===== src/nvst_pkg.sv =====
// Purpose: shared constants for the nonvolatile store/recall sequencer
// Assumes: 200 MHz core clock
// Notes:   times kept in printed units, cycle counts derived from them
package nvst_pkg;

  // ----------------------------------------------------------------
  // clock rate
  // ----------------------------------------------------------------
  localparam int CLK_MHZ       = 200;  // core clock rate
  localparam int CLK_PERIOD_NS = 5;    // core clock period

  // ----------------------------------------------------------------
  // printed times, own units
  // ----------------------------------------------------------------
  localparam int T_DELAY_NS     = 25;  // write grace on store start
  localparam int T_STORE_MS     = 8;   // longest store
  localparam int T_RECALL_US    = 600; // longest software recall
  localparam int T_FA_HI_MS     = 20;  // power-up recall, 3 V / 5 V part
  localparam int T_FA_LO_MS     = 40;  // power-up recall, 2.5 V part
  localparam int T_WAKE_HI_MS   = 20;  // wake time, 3 V / 5 V part
  localparam int T_WAKE_LO_MS   = 40;  // wake time, 2.5 V part
  localparam int T_SLEEP_MS     = 8;   // longest sleep entry
  localparam int T_LZHSB_US     = 5;   // resume after busy pin released

  // ----------------------------------------------------------------
  // derived cycle counts (longest times round down)
  // ----------------------------------------------------------------
  localparam int DELAY_CYC  = T_DELAY_NS / CLK_PERIOD_NS;
  localparam int STORE_CYC  = T_STORE_MS * 1000 * CLK_MHZ;
  localparam int RECALL_CYC = T_RECALL_US * CLK_MHZ;
  localparam int FA_HI_CYC  = T_FA_HI_MS * 1000 * CLK_MHZ;
  localparam int FA_LO_CYC  = T_FA_LO_MS * 1000 * CLK_MHZ;
  localparam int WAKE_HI_CYC = T_WAKE_HI_MS * 1000 * CLK_MHZ;
  localparam int WAKE_LO_CYC = T_WAKE_LO_MS * 1000 * CLK_MHZ;
  localparam int SLEEP_CYC  = T_SLEEP_MS * 1000 * CLK_MHZ;
  localparam int LZHSB_CYC  = T_LZHSB_US * CLK_MHZ;

  // ----------------------------------------------------------------
  // widths and reset values
  // ----------------------------------------------------------------
  localparam int  TMR_W          = 24;   // holds the 40 ms count
  localparam logic AUTO_SAVE_RST = 1'b1; // auto save enabled at reset

  // sequencer states
  typedef enum logic [3:0] {
    NVST_OFF,       // supply below trigger level
    NVST_PU_RECALL, // power-up recall running
    NVST_IDLE,      // normal serial access
    NVST_GRACE,     // write grace before auto/pin store
    NVST_STORE,     // store to nonvolatile cells
    NVST_RECALL,    // software recall
    NVST_SLEEP_IN,  // entering sleep
    NVST_SLEEP,     // asleep
    NVST_WAKE       // leaving sleep
  } nvst_state_t;

endpackage


===== src/nvst_timer.sv =====
// Purpose: loadable down counter that times sequencer phases
// Assumes: load value at least zero, loaded on a state change
// Notes:   zero_o is high once the loaded count has run out
`timescale 1ns/10ps
`default_nettype none
module nvst_timer #(
  parameter int W = 24
) (
  // clock and reset
  input  wire logic         clk_i,
  input  wire logic         rstn_i,
  input  wire logic         ce_i,
  // control
  input  wire logic         load_i,
  input  wire logic [W-1:0] value_i,
  // status
  output logic              zero_o
);

  logic [W-1:0] cnt;  // remaining cycles

  // ----------------------------------------------------------------
  // counter
  // ----------------------------------------------------------------
  // load wins over the decrement so a new phase always starts clean
  always_ff @(posedge clk_i) begin
    if (!rstn_i) begin
      cnt <= '0;
    end else if (ce_i) begin
      if (load_i) begin
        cnt <= value_i;
      end else if (cnt != '0) begin
        cnt <= cnt - 1'b1;
      end
    end
  end

  assign zero_o = (cnt == '0);

endmodule
`default_nettype wire


===== src/nvst_seq.sv =====
// Purpose: store, recall, sleep and standby sequencing of the nv memory
// Assumes: pins and serial clock are asynchronous to clk_i
// Notes:   durations run to their longest allowed figure
//
// Function
// - skip auto/pin store when nothing written
// - writes stay enabled 25 ns at auto/pin store start; code drops them once the store pin reads low, so a pin store gets none
// - ignore serial cycles during store, recall, brown-out
// - power-up recall done within 20 or 40 ms
// - store 8 ms, recall 600 us, io locked
// - act on soft command within 500 us
// - resume access within 5 us of busy release
// - sleep entered within 8 ms
// - accessible within 20 or 40 ms after wake
// - standby within 100 us of chip select high
// - sram disabled while store pin held low
`timescale 1ns/10ps
`default_nettype none
module nvst_seq
  import nvst_pkg::*;
#(
  parameter bit LOW_VOLT_PART = 1'b0,        // 2.5 V part timing
  parameter int STORE_CYCLES  = STORE_CYC,   // store length
  parameter int RECALL_CYCLES = RECALL_CYC,  // software recall length
  parameter int FA_HI_CYCLES  = FA_HI_CYC,   // power-up recall, hi part
  parameter int FA_LO_CYCLES  = FA_LO_CYC,   // power-up recall, lo part
  parameter int WAKE_HI_CYCLES = WAKE_HI_CYC, // wake, hi part
  parameter int WAKE_LO_CYCLES = WAKE_LO_CYC, // wake, lo part
  parameter int SLEEP_CYCLES  = SLEEP_CYC    // sleep entry
) (
  // clock, reset, enable
  input  wire logic clk_i,
  input  wire logic rstn_i,
  input  wire logic ce_i,
  // asynchronous pins
  input  wire logic supply_ok_i,     // supply above trigger level
  input  wire logic hw_store_busy_pin_i, // busy pin level seen
  input  wire logic cs_n_i,          // serial chip select
  input  wire logic sck_i,           // serial clock from host
  // same-domain requests (one-cycle pulses)
  input  wire logic sram_write_i,    // an sram write took place
  input  wire logic soft_store_i,    // software store command
  input  wire logic soft_recall_i,   // software recall command
  input  wire logic auto_on_i,       // enable power_down_auto_save
  input  wire logic auto_off_i,      // disable power_down_auto_save
  input  wire logic sleep_cmd_i,     // sleep instruction
  // busy pin drive (open drain, pulls low)
  output logic      hw_store_busy_pin_o,
  output logic      hw_store_busy_pin_oe_o,
  // status and gating
  output logic      read_write_inhibit_o, // serial access locked
  output logic      serial_edge_o,   // accepted serial clock edge
  output logic      sram_enable_o,   // sram array enabled
  output logic      sram_write_en_o, // sram writes enabled
  output logic      store_active_o,  // store in progress
  output logic      recall_active_o, // any recall in progress
  output logic      auto_save_en_o,  // power_down_auto_save armed
  output logic      sleep_o,         // in sleep state
  output logic      standby_o        // in standby state
);

  // ----------------------------------------------------------------
  // input synchronisers
  // ----------------------------------------------------------------
  logic [3:0] sync_a;   // first stage, read only by sync_b
  logic [3:0] sync_b;   // second stage, safe to use
  logic       pin_d;    // delayed store pin for edge detect
  logic       sck_d;    // delayed serial clock
  logic       cs_d;     // delayed chip select

  // two flops per pin; all state freezes while ce_i is low
  always_ff @(posedge clk_i) begin
    if (!rstn_i) begin
      // supply reads low until really seen, so no phantom power-up
      sync_a <= 4'h7;
      sync_b <= 4'h7;
      pin_d  <= 1'b1;
      sck_d  <= 1'b1;
      cs_d   <= 1'b1;
    end else if (ce_i) begin
      sync_a <= {supply_ok_i, hw_store_busy_pin_i, cs_n_i, sck_i};
      sync_b <= sync_a;
      pin_d  <= sync_b[2];
      sck_d  <= sync_b[0];
      cs_d   <= sync_b[1];
    end
  end

  wire pwr_ok   = sync_b[3];  // supply above trigger, synced
  wire pin_lvl  = sync_b[2];  // store pin level, synced
  wire cs_n     = sync_b[1];  // chip select, synced
  wire sck      = sync_b[0];  // serial clock, synced
  wire pin_fall = pin_d & ~pin_lvl;  // store pin request edge
  wire sck_rise = ~sck_d & sck;      // serial clock edge
  wire cs_fall  = cs_d & ~cs_n;      // select edge, wakes from sleep

  // ----------------------------------------------------------------
  // state and flags
  // ----------------------------------------------------------------
  nvst_state_t state;       // sequencer state
  nvst_state_t next_state;  // its next value
  logic        dirty;       // sram written since last nv cycle
  logic        auto_en;     // power_down_auto_save armed
  logic        pin_store;   // current store is auto or pin kind
  logic        next_pin_store;
  logic        tmr_zero;    // phase timer ran out

  // round a cycle count to a timer load value (state lasts n cycles)
  function automatic logic [TMR_W-1:0] tload(input int n);
    tload = (n > 1) ? TMR_W'(n - 1) : '0;
  endfunction

  wire in_lock = (state != NVST_IDLE) && (state != NVST_SLEEP);
  wire idle    = (state == NVST_IDLE);
  // auto/pin store only when something was written
  wire do_auto = auto_en & dirty;
  wire do_pin  = pin_fall & dirty;

  // ----------------------------------------------------------------
  // next state
  // ----------------------------------------------------------------
  always_comb begin
    next_state     = state;
    next_pin_store = pin_store;
    case (state)
      NVST_OFF: begin
        if (pwr_ok) begin
          next_state = NVST_PU_RECALL;
        end
      end
      NVST_PU_RECALL: begin
        if (!pwr_ok) begin
          next_state = NVST_OFF;
        end else if (tmr_zero) begin
          next_state = NVST_IDLE;
        end
      end
      NVST_IDLE, NVST_SLEEP_IN, NVST_SLEEP, NVST_WAKE, NVST_RECALL: begin
        if (!pwr_ok) begin
          // brown-out: save only if armed and dirty
          next_state     = do_auto ? NVST_GRACE : NVST_OFF;
          next_pin_store = do_auto;
        end else if (idle && do_pin) begin
          next_state     = NVST_GRACE;
          next_pin_store = 1'b1;
        end else if (idle && soft_store_i) begin
          next_state     = NVST_STORE;
          next_pin_store = 1'b0;
        end else if (idle && soft_recall_i) begin
          next_state = NVST_RECALL;
        end else if (idle && sleep_cmd_i) begin
          next_state = NVST_SLEEP_IN;
        end else if (state == NVST_SLEEP_IN && tmr_zero) begin
          next_state = NVST_SLEEP;
        end else if (state == NVST_SLEEP && cs_fall) begin
          next_state = NVST_WAKE;
        end else if (state != NVST_IDLE && state != NVST_SLEEP
                     && tmr_zero) begin
          next_state = NVST_IDLE;
        end
      end
      NVST_GRACE: begin
        if (tmr_zero) begin
          next_state = NVST_STORE;
        end
      end
      NVST_STORE: begin
        // release the lock on the same edge that the busy pin lets go
        if (tmr_zero) begin
          next_state = pwr_ok ? NVST_IDLE : NVST_OFF;
        end
      end
      default: begin
        next_state = NVST_OFF;
      end
    endcase
  end

  // phase length chosen from the state being entered
  logic [TMR_W-1:0] next_load;
  always_comb begin
    case (next_state)
      NVST_PU_RECALL: next_load = LOW_VOLT_PART ? tload(FA_LO_CYCLES)
                                                : tload(FA_HI_CYCLES);
      NVST_GRACE:     next_load = tload(DELAY_CYC);
      NVST_STORE:     next_load = tload(STORE_CYCLES);
      NVST_RECALL:    next_load = tload(RECALL_CYCLES);
      NVST_SLEEP_IN:  next_load = tload(SLEEP_CYCLES);
      NVST_WAKE:      next_load = LOW_VOLT_PART ? tload(WAKE_LO_CYCLES)
                                                : tload(WAKE_HI_CYCLES);
      default:        next_load = '0;
    endcase
  end

  wire tmr_load = (next_state != state);

  nvst_timer #(
    .W (TMR_W)
  ) u_timer (
    .clk_i   (clk_i),
    .rstn_i  (rstn_i),
    .ce_i    (ce_i),
    .load_i  (tmr_load),
    .value_i (next_load),
    .zero_o  (tmr_zero)
  );

  // ----------------------------------------------------------------
  // state registers
  // ----------------------------------------------------------------
  always_ff @(posedge clk_i) begin
    if (!rstn_i) begin
      state     <= NVST_OFF;
      pin_store <= 1'b0;
    end else if (ce_i) begin
      state     <= next_state;
      pin_store <= next_pin_store;
    end
  end

  // nv cycle start clears the written flag; a write in that cycle wins
  wire nv_begin = tmr_load && (next_state == NVST_STORE
                  || next_state == NVST_RECALL
                  || next_state == NVST_PU_RECALL);

  always_ff @(posedge clk_i) begin
    if (!rstn_i) begin
      dirty <= 1'b0;
    end else if (ce_i) begin
      if (sram_write_i) begin
        dirty <= 1'b1;
      end else if (nv_begin) begin
        dirty <= 1'b0;
      end
    end
  end

  // auto save arming by soft command; enable beats disable
  always_ff @(posedge clk_i) begin
    if (!rstn_i) begin
      auto_en <= AUTO_SAVE_RST;
    end else if (ce_i && idle) begin
      if (auto_on_i) begin
        auto_en <= 1'b1;
      end else if (auto_off_i) begin
        auto_en <= 1'b0;
      end
    end
  end

  // ----------------------------------------------------------------
  // outputs
  // ----------------------------------------------------------------
  wire busy_drv = pin_store && (state == NVST_GRACE
                  || state == NVST_STORE);

  assign hw_store_busy_pin_o    = 1'b0;      // open drain, only pulls low
  assign hw_store_busy_pin_oe_o = busy_drv;
  // brown-out, store and recall all block the serial port
  assign read_write_inhibit_o   = in_lock | ~pwr_ok;
  // gated by ce_i so a frozen edge is not counted over and over
  assign serial_edge_o = sck_rise & ~cs_n & idle & pwr_ok & ce_i;
  // pin held low keeps the array off; grace keeps it on for a write
  assign sram_enable_o   = pin_lvl
                           & (~in_lock | state == NVST_GRACE);
  // grace window lets a write under way finish
  assign sram_write_en_o = (idle | state == NVST_GRACE)
                           & pin_lvl;
  assign store_active_o  = (state == NVST_STORE);
  assign recall_active_o = (state == NVST_RECALL)
                           | (state == NVST_PU_RECALL);
  assign auto_save_en_o  = auto_en;
  assign sleep_o         = (state == NVST_SLEEP);
  assign standby_o       = idle & cs_n;

endmodule
`default_nettype wire


===== config.mk =====
export PLATFORM = sky130hd
export DESIGN_NAME = nvst_seq
export DESIGN_NICKNAME = d
export VERILOG_FILES = /design/src/nvst_pkg.sv /design/src/nvst_timer.sv /design/src/nvst_seq.sv
export SDC_FILE = /design/constraint.sdc
export NUM_CORES = 1
export LEC_CHECK = 0
export ABC_AREA = 1
export BUFFER_PORTS_ARGS = -buffer_cell sky130_fd_sc_hd__buf_2
export CELL_PAD_IN_SITES_DETAIL_PLACEMENT = 0
export CELL_PAD_IN_SITES_GLOBAL_PLACEMENT = 1
export CORE_ASPECT_RATIO = 0.5
export CORE_MARGIN = 3
export CORE_UTILIZATION = 38
export DETAILED_ROUTE_END_ITERATION = 7
export PLACE_DENSITY = 0.73
export SLEW_MARGIN = 30
export SYNTH_ARGS = -nofsm -noshare
export SYNTH_HDL_FRONTEND = slang
export SYNTH_SLANG_ARGS = --single-unit

===== constraint.sdc =====
create_clock -name clk_i -period 2.24 [get_ports clk_i]
set_input_delay 0.336 -clock clk_i [delete_from_list [all_inputs] [get_ports clk_i]]
set_output_delay 0.336 -clock clk_i [all_outputs]
set_load 0.1 [all_outputs]

### Word level (Yosys, flattened, before mapping)

Index checks and enable logic that the tools add are counted.

* reductions and logical operators: 27
* bitwise gates (word level): 21
* add/subtract/negate cells: 1
* eq/ne operators: 18
* mux-type cells: 26

Operators by type and width (number)
* $pmux 22 s4: 1
* $mux 4: 13
* $mux 24: 2
* $eq 4x3->1 const B: 7
* $logic_not 24->1: 1
* $reduce_bool 24->1: 1
* $sub 24x1->24 const B: 1
* $pmux 4 s5: 1
* $and 1x1->1: 12
* $eq 4x2->1 const B: 3
* $logic_and 1x1->1: 11
* $eq 4x1->1 const B: 2
* $eq 4x4->1 const B: 2
* $mux 1: 7
* $reduce_and 2->1: 3
* $reduce_bool 2->1: 3
* $not 1->1: 5
* $reduce_or 5->1: 1
* $logic_not 4->1: 1
* $mux 2: 2
* $ne 4x2->1 const B: 1
* $ne 4x3->1 const B: 1
* $ne 4x4->1: 1
* $or 1x1->1: 4
* other kinds (4): 7

* register bits: 42
* input bits: 13
* output and inout bits: 11
* logic and storage cells: 103

### Longest topological paths before layout

Gate-level depths: netlist of the first run.

* word-level depth: 18
* depth in mapped cells: 21
* gate-level depth less buffers: 20

### Hierarchy

Synthesis of the first run repeated with hierarchy kept, for this count alone.

* cells, all modules: 514
* area total of the unflattened synthesis: 3034.2 sq um

By module, submodules not included
* nvst_timer: instances 1, cells an instance 321, area each 1828.0 sq um, seq. area each 480.5 sq um
* nvst_seq: instances 1, cells an instance 193, area each 1206.2 sq um, seq. area each 360.3 sq um

### Worst setup path before layout of the first run

No wires, ideal clock.

* path type: reg2out
* start point: register state[3]
* end point: output serial_edge_o
* cell stages (with the launch flop): 6
* required time: 1.904 ns
* slack: -1.691 ns
* arrival time: 3.595 ns
* path buffers: 0
* cells stage by stage: dfxtp_1 > nor2_2 > inv_2 > nor2_4 > inv_2 > nor4_1

* longest elaborated chain between the ends: 4

Ends and longest elaborated chain
* start: declaration: line nvst_seq.sv:100 `nvst_state_t state;`
* start signal: assignment: line nvst_seq.sv:216 `state <= next_state;`
* $eq 4x2->1: line nvst_seq.sv:114 `wire idle = (state == NVST_IDLE);`
* $and 1x1->1 (3 in series): line nvst_seq.sv:262 `assign serial_edge_o = sck_rise & ~cs_n & idle & pwr_ok & ce_i;`
* end: declaration: line nvst_seq.sv:52 `output logic serial_edge_o,`

No other way between the ends.

### Worst setup path in the final report of the first run

* start point: register state[3]
* end point: register u_timer.cnt[6]

* longest elaborated chain between the ends: 16
* elaborated cells on any way between the ends: 47
* those cells by class: 17 x eq/ne; 16 x mux; 14 x reduce/logical

Ends and longest elaborated chain
* $ne 4x2->1 / $ne 4x3->1 (equally long branches): line nvst_seq.sv:157 `end else if (state != NVST_IDLE && state != NVST_SLEEP`
* $logic_and 1x1->1: line nvst_seq.sv:157
* $logic_and 1x1->1: line nvst_seq.sv:158 `&& tmr_zero) begin`
* $mux 4: line nvst_seq.sv:157
* $mux 4: line nvst_seq.sv:155 `end else if (state == NVST_SLEEP && cs_fall) begin`
* $mux 4: line nvst_seq.sv:153 `end else if (state == NVST_SLEEP_IN && tmr_zero) begin`
* $mux 4: line nvst_seq.sv:151 `end else if (idle && sleep_cmd_i) begin`
* $mux 4: line nvst_seq.sv:149 `end else if (idle && soft_recall_i) begin`
* $mux 4: line nvst_seq.sv:146 `end else if (idle && soft_store_i) begin`
* $mux 4: line nvst_seq.sv:143 `end else if (idle && do_pin) begin`
* $mux 4: line nvst_seq.sv:139 `if (!pwr_ok) begin`
* $pmux 4 s5: line nvst_seq.sv:125 `case (state)`
* $eq 4x1->1, or another cell as far along: line nvst_seq.sv:182 `case (next_state)`
* $reduce_or 2->1 (no source line)
* $pmux 22 s4: line nvst_seq.sv:182
* $mux 24: line nvst_timer.sv:30 `if (load_i) begin`
* end signal: assignment: line nvst_timer.sv:31 `cnt <= value_i;`
* end signal: assignment: line nvst_timer.sv:33 `cnt <= cnt - 1'b1;`
* end: declaration: line nvst_timer.sv:20 `logic [W-1:0] cnt;`

Several ways; a longest one is shown, not always the timed one.
A chain may end at the register's enable or synchronous reset.

==> results of run 1 <==
[stage by stage]
| stage | hold WS [ns] | setup slack, ns | std cells | power [mW] | util [%] |
|---|---|---|---|---|---|
| detailed placement | 0.4473 | -0.2408 | 657 | 1.914 | 54.22 |
| CTS | 0.2572 | -0.1055 | 672 | 2.886 | 59.32 |
| global route | 0.2876 | -0.2999 | 676 | 3.116 | 61.09 |
| finish | 0.2586 | -0.1515 | 676 | 2.935 | 61.09 |
| floorplan | 0.4292 | -0.5120 | 472 | 1.529 | - |
| global placement | 0.4396 | -0.1708 | 657 | 1.904 | 54.22 |
[worst max-delay path, stage by stage, from the launching register on]
cell and delay (ns):
dfxtp_2 0.39, inv_2 0.07, nand2_4 0.09, nor2_4 0.06, nor2_4 0.16, nand4_1 0.20, nand2_1 0.12, nand3_1 0.07
nand2_1 0.06, nand2_1 0.06, nand2_2 0.12, buf_4 0.13, nand3_2 0.07, nand2_4 0.11, nand3_4 0.18, o21ai_2 0.16
nand2_1 0.07, nor2_1 0.10, nor2_1 0.05
[cell usage in the layout, fill, tap and decap left out, types with 2 or more instances in the layout]
master     count
o21ai_1        8
buf_2         20
a21oi_2        3
nor2_4        11
inv_2         11
nor3_2         2
nand3_4        3
clkbuf_16      5
dfxtp_1       38
nand2_4        9
buf_4         92
nand2_1       99
a21oi_1       15
o211ai_1       2
nand3_1       35
nand2_2       15
nor3_1         5
nand3_2        9
o21ai_2        3
xor2_1        20
dfxtp_2        4
buf_6          2
nor2_1        66
o21ai_0       13
nand3b_1       3
inv_1         45
nand4_1       10
nor2_2        16
buf_12         4
[layout make-up]
| type | instances | area, sq um |
|---|---|---|
| fill | 665 | 2750 |
| multi-input combinational | 359 | 2042 |
| timing repair buffer | 120 | 935.9 |
| sequential | 42 | 845.8 |
| inverter | 56 | 210.2 |
| clock buffer | 6 | 138.9 |
| tap | 92 | 115.1 |
| clock inverter | 1 | 30.03 |
[registers in the layout, indices dropped and copies added, names as in the netlist]
register / flops
sync_a: 4
u_timer.cnt: 24
sync_b: 4
sck_d: 1
state: 4
pin_d: 1
dirty: 1
cs_d: 1
auto_save_en_o: 1
pin_store: 1
[logic make-up after synthesis]
family,count (synthesis)
AO/OA/AOI/OAI,50
XOR/XNOR,21
adder cells (fa/ha/maj),1
buffers and inverters,72
flip-flops,42
other,1
AND/OR/NAND/NOR,285
[repair_timing]
action | 4_1_cts | 5_1_grt
cloned | 2 | 0
buffers inserted | 6 | 4
hold endpoints to repair | 0 | 0
setup endpoints to repair | 26 | 25
gates resized for setup | 31 | 25
pin swaps | 11 | 10
[metal layers]
layer  up-vias  global-route usage [%]  wire length (microns)
met5         -                       0                      0
met4         0                   5.440                    104
met3        14                   4.832                    569
met2        84                   35.32                   3957
met1      1515                   31.26                   4672
li1       1718                       -                      -
[worst max path at each step]
| stage | from | end | slack [ns] | cells after the start |
|---|---|---|---|---|
| finish | state[3]$_SDFFE_PN0P_ | u_timer.cnt[6]$_SDFFE_PN0P_ | -0.15 | 18 |
| global route | u_timer.cnt[0]$_SDFFE_PN0P_ | u_timer.cnt[6]$_SDFFE_PN0P_ | -0.30 | 18 |
| CTS | u_timer.cnt[0]$_SDFFE_PN0P_ | u_timer.cnt[18]$_SDFFE_PN0P_ | -0.11 | 20 |
| detailed placement | u_timer.cnt[1]$_SDFFE_PN0P_ | u_timer.cnt[2]$_SDFFE_PN0P_ | -0.24 | 16 |
| global placement | u_timer.cnt[0]$_SDFFE_PN0P_ | u_timer.cnt[2]$_SDFFE_PN0P_ | -0.17 | 16 |
| floorplan | state[3]$_SDFFE_PN0P_ | serial_edge_o | -0.51 | 5 |
[Yosys cell counts (all sizes together)]
cell and instances:
xor2 20, o21ai 24, a22oi 1, and3 1, a211oi 1, buf 8, o211ai 2, a21oi 19
a221o 1, nor3 7, nand2 124, conb 1, nor4 1, o21a 1, clkbuf 8, xnor2 1
ha 1, nand3b 3, inv 56, nor2 93, a31oi 1, dfxtp 42, nand3 46, nand4 10
[power by group]
group	switching, mW	total [mW]	internal, mW
Sequential	0.0468	0.860	0.813
Clock	0.306	0.856	0.551
Combinational	0.689	1.22	0.530
Total	1.04	2.93	1.89
==> run_results.csv, run 1 <==
group,metric,value,unit
route,ant_nets,0,
logic_synthesis,synth_area,0.002922,sq mm
route,vias,3331,
placement,hpwl,6658,microns
route,drc,0,
logic_synthesis,synth_area_leader_cell,"dfxtp_1",
logic_synthesis,synth_xor_area_share,6.296,%
setup_path,critPathMaxFanout,8,
final_layout,diodes,0,
timing,relSlewSlack,63.14,%
floorplan,die_area,0.008840,sq mm
timing,final-setup-viol-count,25,
global_route,grt_pass1_wl,15460,microns
final_layout,layout.nets,598,
timing,worst_pin_slew,0.5522,ns
floorplan,ioPinCount,24,
clock_tree,clockBufferDepth,2,
clock_tree,cts_sinks,42,
timing,fin_ws,-0.1515,ns
global_route,antenna_found_initial,0,
clock_tree,insertion_delay,0.29,ns
logic_synthesis,synth_top_family_by_area,"simple AND/OR/NAND/NOR gates",
clock_tree,holdBufCountCts,0,
logic_synthesis,syn_inst,472,
setup_path,worstPathArrival,2.57,ns
setup_path,critPathKind,"reg2reg",
setup_path,rrSetupSlack,-0.15,ns
timing,post-route-period-util,106.8,%
worst_hold_path,min_path_type,"in2reg",
run_status,status,"complete, but fails checks",
placement,io_buffers,22,
logic_synthesis,ys_warn_count,0,
power,vdd_drop_max,308.4,uV
global_route,grtUsageTotal,22.35,%
logic_synthesis,synth_top_area_share,28.78,%
route,viasPerCell,4.928,
route,wl_per_cell,13.76,microns
logic_synthesis,syn_area_per_cell,6.190,sq um
worst_hold_path,worstHoldStart,"cs_n_i",
run,maxCapViolCount,0,
worst_hold_path,hold_end,"sync_a[1]$_SDFFE_PN1P_",
timing,skew,0.003754,ns
logic_synthesis,synth_compound_area_share,9.336,%
clock_tree,clk_pin_slew,0.06,ns
timing,fin_crit,2.392,ns
logic_synthesis,synth.distinct_cells,34,
clock_tree,cts_buffers,5,
clock_tree,htreeDepth,2,
setup_path,rr_endpoint,"u_timer.cnt[6]$_SDFFE_PN0P_",
clock_tree,cts_tree,"yes",
power,leakage,2.196,nW
final_layout,fin_area,0.004318,sq mm
logic_synthesis,ys_top_cells_by_area,"dfxtp_1 29%, nand2_1 15%, nor2_1 10%",
global_route,grt_pass1_vias,3275,
global_route,gr-total-overflow,0,
worst_hold_path,min_path_cells,3,
route,wirelength,9304,microns
floorplan,initial_core_util,41.33,%
floorplan,die_y,68,microns
route,dr.pass1.iters,5,
clock_tree,cts-root-buf,"clkbuf_16",
logic_synthesis,synth-seq-cells,42,
final_layout,syn_to_final_growth,47.79,%
placement,gp_congestion,0.8914,
power,p_per_area,679.7,mW/mm^2
floorplan,std_cell_rows,21,
final_layout,drive_gt1_share,37.33,%
timing,grt_setup_unrepaired,"yes",
setup_path,critical_path_required,2.42,ns
logic_synthesis,ys_seq_area_share,28.78,%
setup_path,startpoint_type,"register",
timing,setup_tns,-3.120,ns
logic_synthesis,synth_adder_area_share,0.4283,%
setup_path,end_kind,"register",
floorplan,die_w,130,microns
logic_synthesis,yosys.area_share.simple,44.24,%
timing,slew_viol_final,0,
setup_path,reg2reg_depth,18,
setup_path,timing.rr.start,"state[3]$_SDFFE_PN0P_",
run_status,violations,"setup timing",
logic_synthesis,synthMuxAreaShare,0,%
timing,hold_viol,0,
timing,max_freq,418.1,MHz
floorplan,core-area,0.007068,sq mm
route,drt_iter0_markers,254,
global_route,grt_max_degree,31,
placement,dpl_cell_area,0.003832,sq mm
logic_synthesis,syn_nets,486,
(Power assumes the default switching activity.)
==> run 2: changes to the inputs <==
--- a/config.mk
+++ b/config.mk
@@ -7,6 +7,7 @@
 export LEC_CHECK = 0
 export ABC_AREA = 1
 export BUFFER_PORTS_ARGS = -buffer_cell sky130_fd_sc_hd__buf_2
+export CAP_MARGIN = 10
 export CELL_PAD_IN_SITES_DETAIL_PLACEMENT = 0
 export CELL_PAD_IN_SITES_GLOBAL_PLACEMENT = 1
 export CORE_ASPECT_RATIO = 0.5
@@ -14,6 +15,7 @@
 export CORE_UTILIZATION = 38
 export DETAILED_ROUTE_END_ITERATION = 7
 export PLACE_DENSITY = 0.73
+export SKIP_LAST_GASP = 1
 export SLEW_MARGIN = 30
 export SYNTH_ARGS = -nofsm -noshare
 export SYNTH_HDL_FRONTEND = slang
==> run 2 against run 1 <==
Against the previous run: critical endpoint is now u_timer.cnt[18]$_SDFFE_PN0P_; sequential power barely moved; via count shrank 0.36%; power down 1.0%; largest cell class unchanged; global-route usage decreased by 0.051 points; non-clock buffer count down 2; the run still ends with setup timing left; highest routed layer unchanged.
==> run_results.csv, run 2 (synthesis gave the netlist of run 1 again) <==
group,metric,value,unit
power,pwr-share-clk,29.4,%
floorplan,ioPinCount,24,
final_layout,regMostFlops,"u_timer.cnt",
route,wl_per_cell,13.81,microns
placement,post-place-ws,-0.2408,ns
run,maxCapViolCount,0,
setup_path,worstPathArrival,2.57,ns
route,dr.pass1.iters,4,
floorplan,die_area,0.008840,sq mm
final_layout,diodes,0,
power,leakage,2.183,nW
floorplan,initial_core_util,41.33,%
setup_path,worst-path-buf-inv,2,
timing,fin_ws,-0.1456,ns
global_route,antenna_found_initial,0,
power,vdd_drop_max,308.3,uV
final_layout,fin_cells,674,
route,ant_nets,0,
placement,hpwl,6658,microns
timing,worst_pin_slew,0.5217,ns
final_layout,mostFrequentLayoutCell,"nand2_1",
setup_path,critPathKind,"reg2reg",
power,seq_power_share,29.6,%
setup_path,cpMostUsedCell,"nand2_1",
clock_tree,clockBufferDepth,2,
final_layout,syn_to_final_growth,45.91,%
timing,hold_viol,0,
setup_path,cp_slowest_stage_delay,0.31,ns
clock_tree,cts_sinks,42,
power,p_int,1.875,mW
setup_path,critical_path_required,2.42,ns
route,drt_iter0_markers,242,
timing,post-route-period-util,106.5,%
route,vias,3319,
route,drc,0,
timing,fin_crit,2.386,ns
final_layout,finalCoreUtilization,60.31,%
power,power_switching,1.030,mW
global_route,gr-total-overflow,0,
placement,placedCellCount,657,
timing,slew_viol_final,0,
final_layout,layout.nets,596,
setup_path,startpoint_type,"register",
clock_tree,cts_tree,"yes",
timing,setup_tns,-2.983,ns
power,p_per_area,681.5,mW/mm^2
power,total_power,2.905,mW
timing,final-setup-viol-count,25,
power,pwr-share-comb,41.0,%
clock_tree,clk_pin_slew,0.06,ns
run_status,violations,"setup timing",
floorplan,std_cell_rows,21,
clock_tree,cts_buffers,5,
floorplan,core-area,0.007068,sq mm
timing,max_freq,419.2,MHz
final_layout,largest_reg_flops,24,
global_route,grt_pass1_wl,15420,microns
clock_tree,cts-root-buf,"clkbuf_16",
run_status,status,"complete, but fails checks",
final_layout,nFillCells,672,
global_route,grtUsageTotal,22.30,%
clock_tree,insertion_delay,0.29,ns
route,viasPerCell,4.924,
floorplan,die_w,130,microns
setup_path,end_kind,"register",
route,wirelength,9308,microns
setup_path,slowest_stage,"dfxtp_1",
setup_path,cp_top_family,"simple AND/OR/NAND/NOR gates",
timing,relSlewSlack,65.18,%
global_route,grt_pass1_vias,3263,
setup_path,critPathMaxFanout,14,
global_route,grt_max_degree,31,
power,p_sw_share,35.45,%
final_layout,final_cell_mix,"101 x nand2_1, 92 x buf_4, 67 x nor2_1, 46 x inv_1, 38 x dfxtp_1",
final_layout,drive_gt1_share,35.57,%
worst_hold_path,min_path_type,"in2reg",
placement,gp_congestion,0.8914,
clock_tree,htreeDepth,2,
setup_path,path_cells,"inv_2 > ha_4 > nand2_4 > nor2_4 > nand4_1 > nand2_1 > nand3_1 > nand2_1 > nand2_1 > nand2_2 > nand2_4 > nand2_2 > nand3_2 > nor2_4 > nand2_4 > nand2_8 > buf_12 > nand2_1 > nand2_1 > nor2_1",
timing,skew,0.004051,ns
placement,io_buffers,22,
floorplan,die_y,68,microns
timing,grt_setup_unrepaired,"yes",
## run 2: worst reg2reg max path: cells and delay by family, from the launching register on
family,cells,cell delay (ns)
buffers and inverters,2,0.22
DFF,1,0.31
and+or+nand+nor,17,1.60
adders and majority gates,1,0.15
## run 2: path summary, 6_finish.rpt
kind	from	to	slack, ns	depth (start not counted)
max	u_timer.cnt[0]$_SDFFE_PN0P_	u_timer.cnt[18]$_SDFFE_PN0P_	-0.15	20
min	cs_n_i	sync_a[1]$_SDFFE_PN1P_	0.26	3
max reg2reg	u_timer.cnt[0]$_SDFFE_PN0P_	u_timer.cnt[18]$_SDFFE_PN0P_	-0.15	20
min reg2reg	sync_a[0]$_SDFFE_PN1P_	sync_a[0]$_SDFFE_PN1P_	0.46	2
## run 2: per-layer routing
metal | track usage [%] | wire [microns] | vias up
met5 | 0 | 0 | -
met3 | 4.832 | 601 | 12
met4 | 5.440 | 94 | 0
li1 | - | - | 1717
met2 | 35.13 | 3973 | 82
met1 | 31.26 | 4637 | 1508
## run 2: layout make-up
class                           count  area (sq um)  area share (%)
Multi-Input combinational cell    359          2013           47.23
Clock buffer                        6         138.9           3.258
Tap cell                           92         115.1           2.700
Timing Repair Buffer              118         909.6           21.34
Inverter                           56         210.2           4.931
Sequential cell                    42         845.8           19.84
Clock inverter                      1         30.03          0.7044
## run 2: what timing repair did
item                                    in CTS  in global routing
cloned                                       2                  0
setup buffers                                6                  3
endpoints found under the setup margin      26                 25
hold buffers                                 0                  0
pin swaps                                   11                  8
gates resized for setup                     30                 16
## run 2: per-stage QoR
stage / hold WS [ns] / area (sq um)
global placement: 0.4396 / 3832
detailed placement: 0.4473 / 3832
CTS: 0.2572 / 4189
finish: 0.2589 / 4263
floorplan: 0.4292 / 3019
global route: 0.2876 / 4263
## run 2: power by group through the flow
stage | Clock, mW | Sequential (mW) | Combinational, mW
global route | 0.911 | 0.865 | 1.31
global placement | 0 | 0.865 | 1.04
CTS | 0.874 | 0.856 | 1.15
finish | 0.854 | 0.859 | 1.19
floorplan | 0 | 0.875 | 0.654
detailed placement | 0 | 0.867 | 1.05
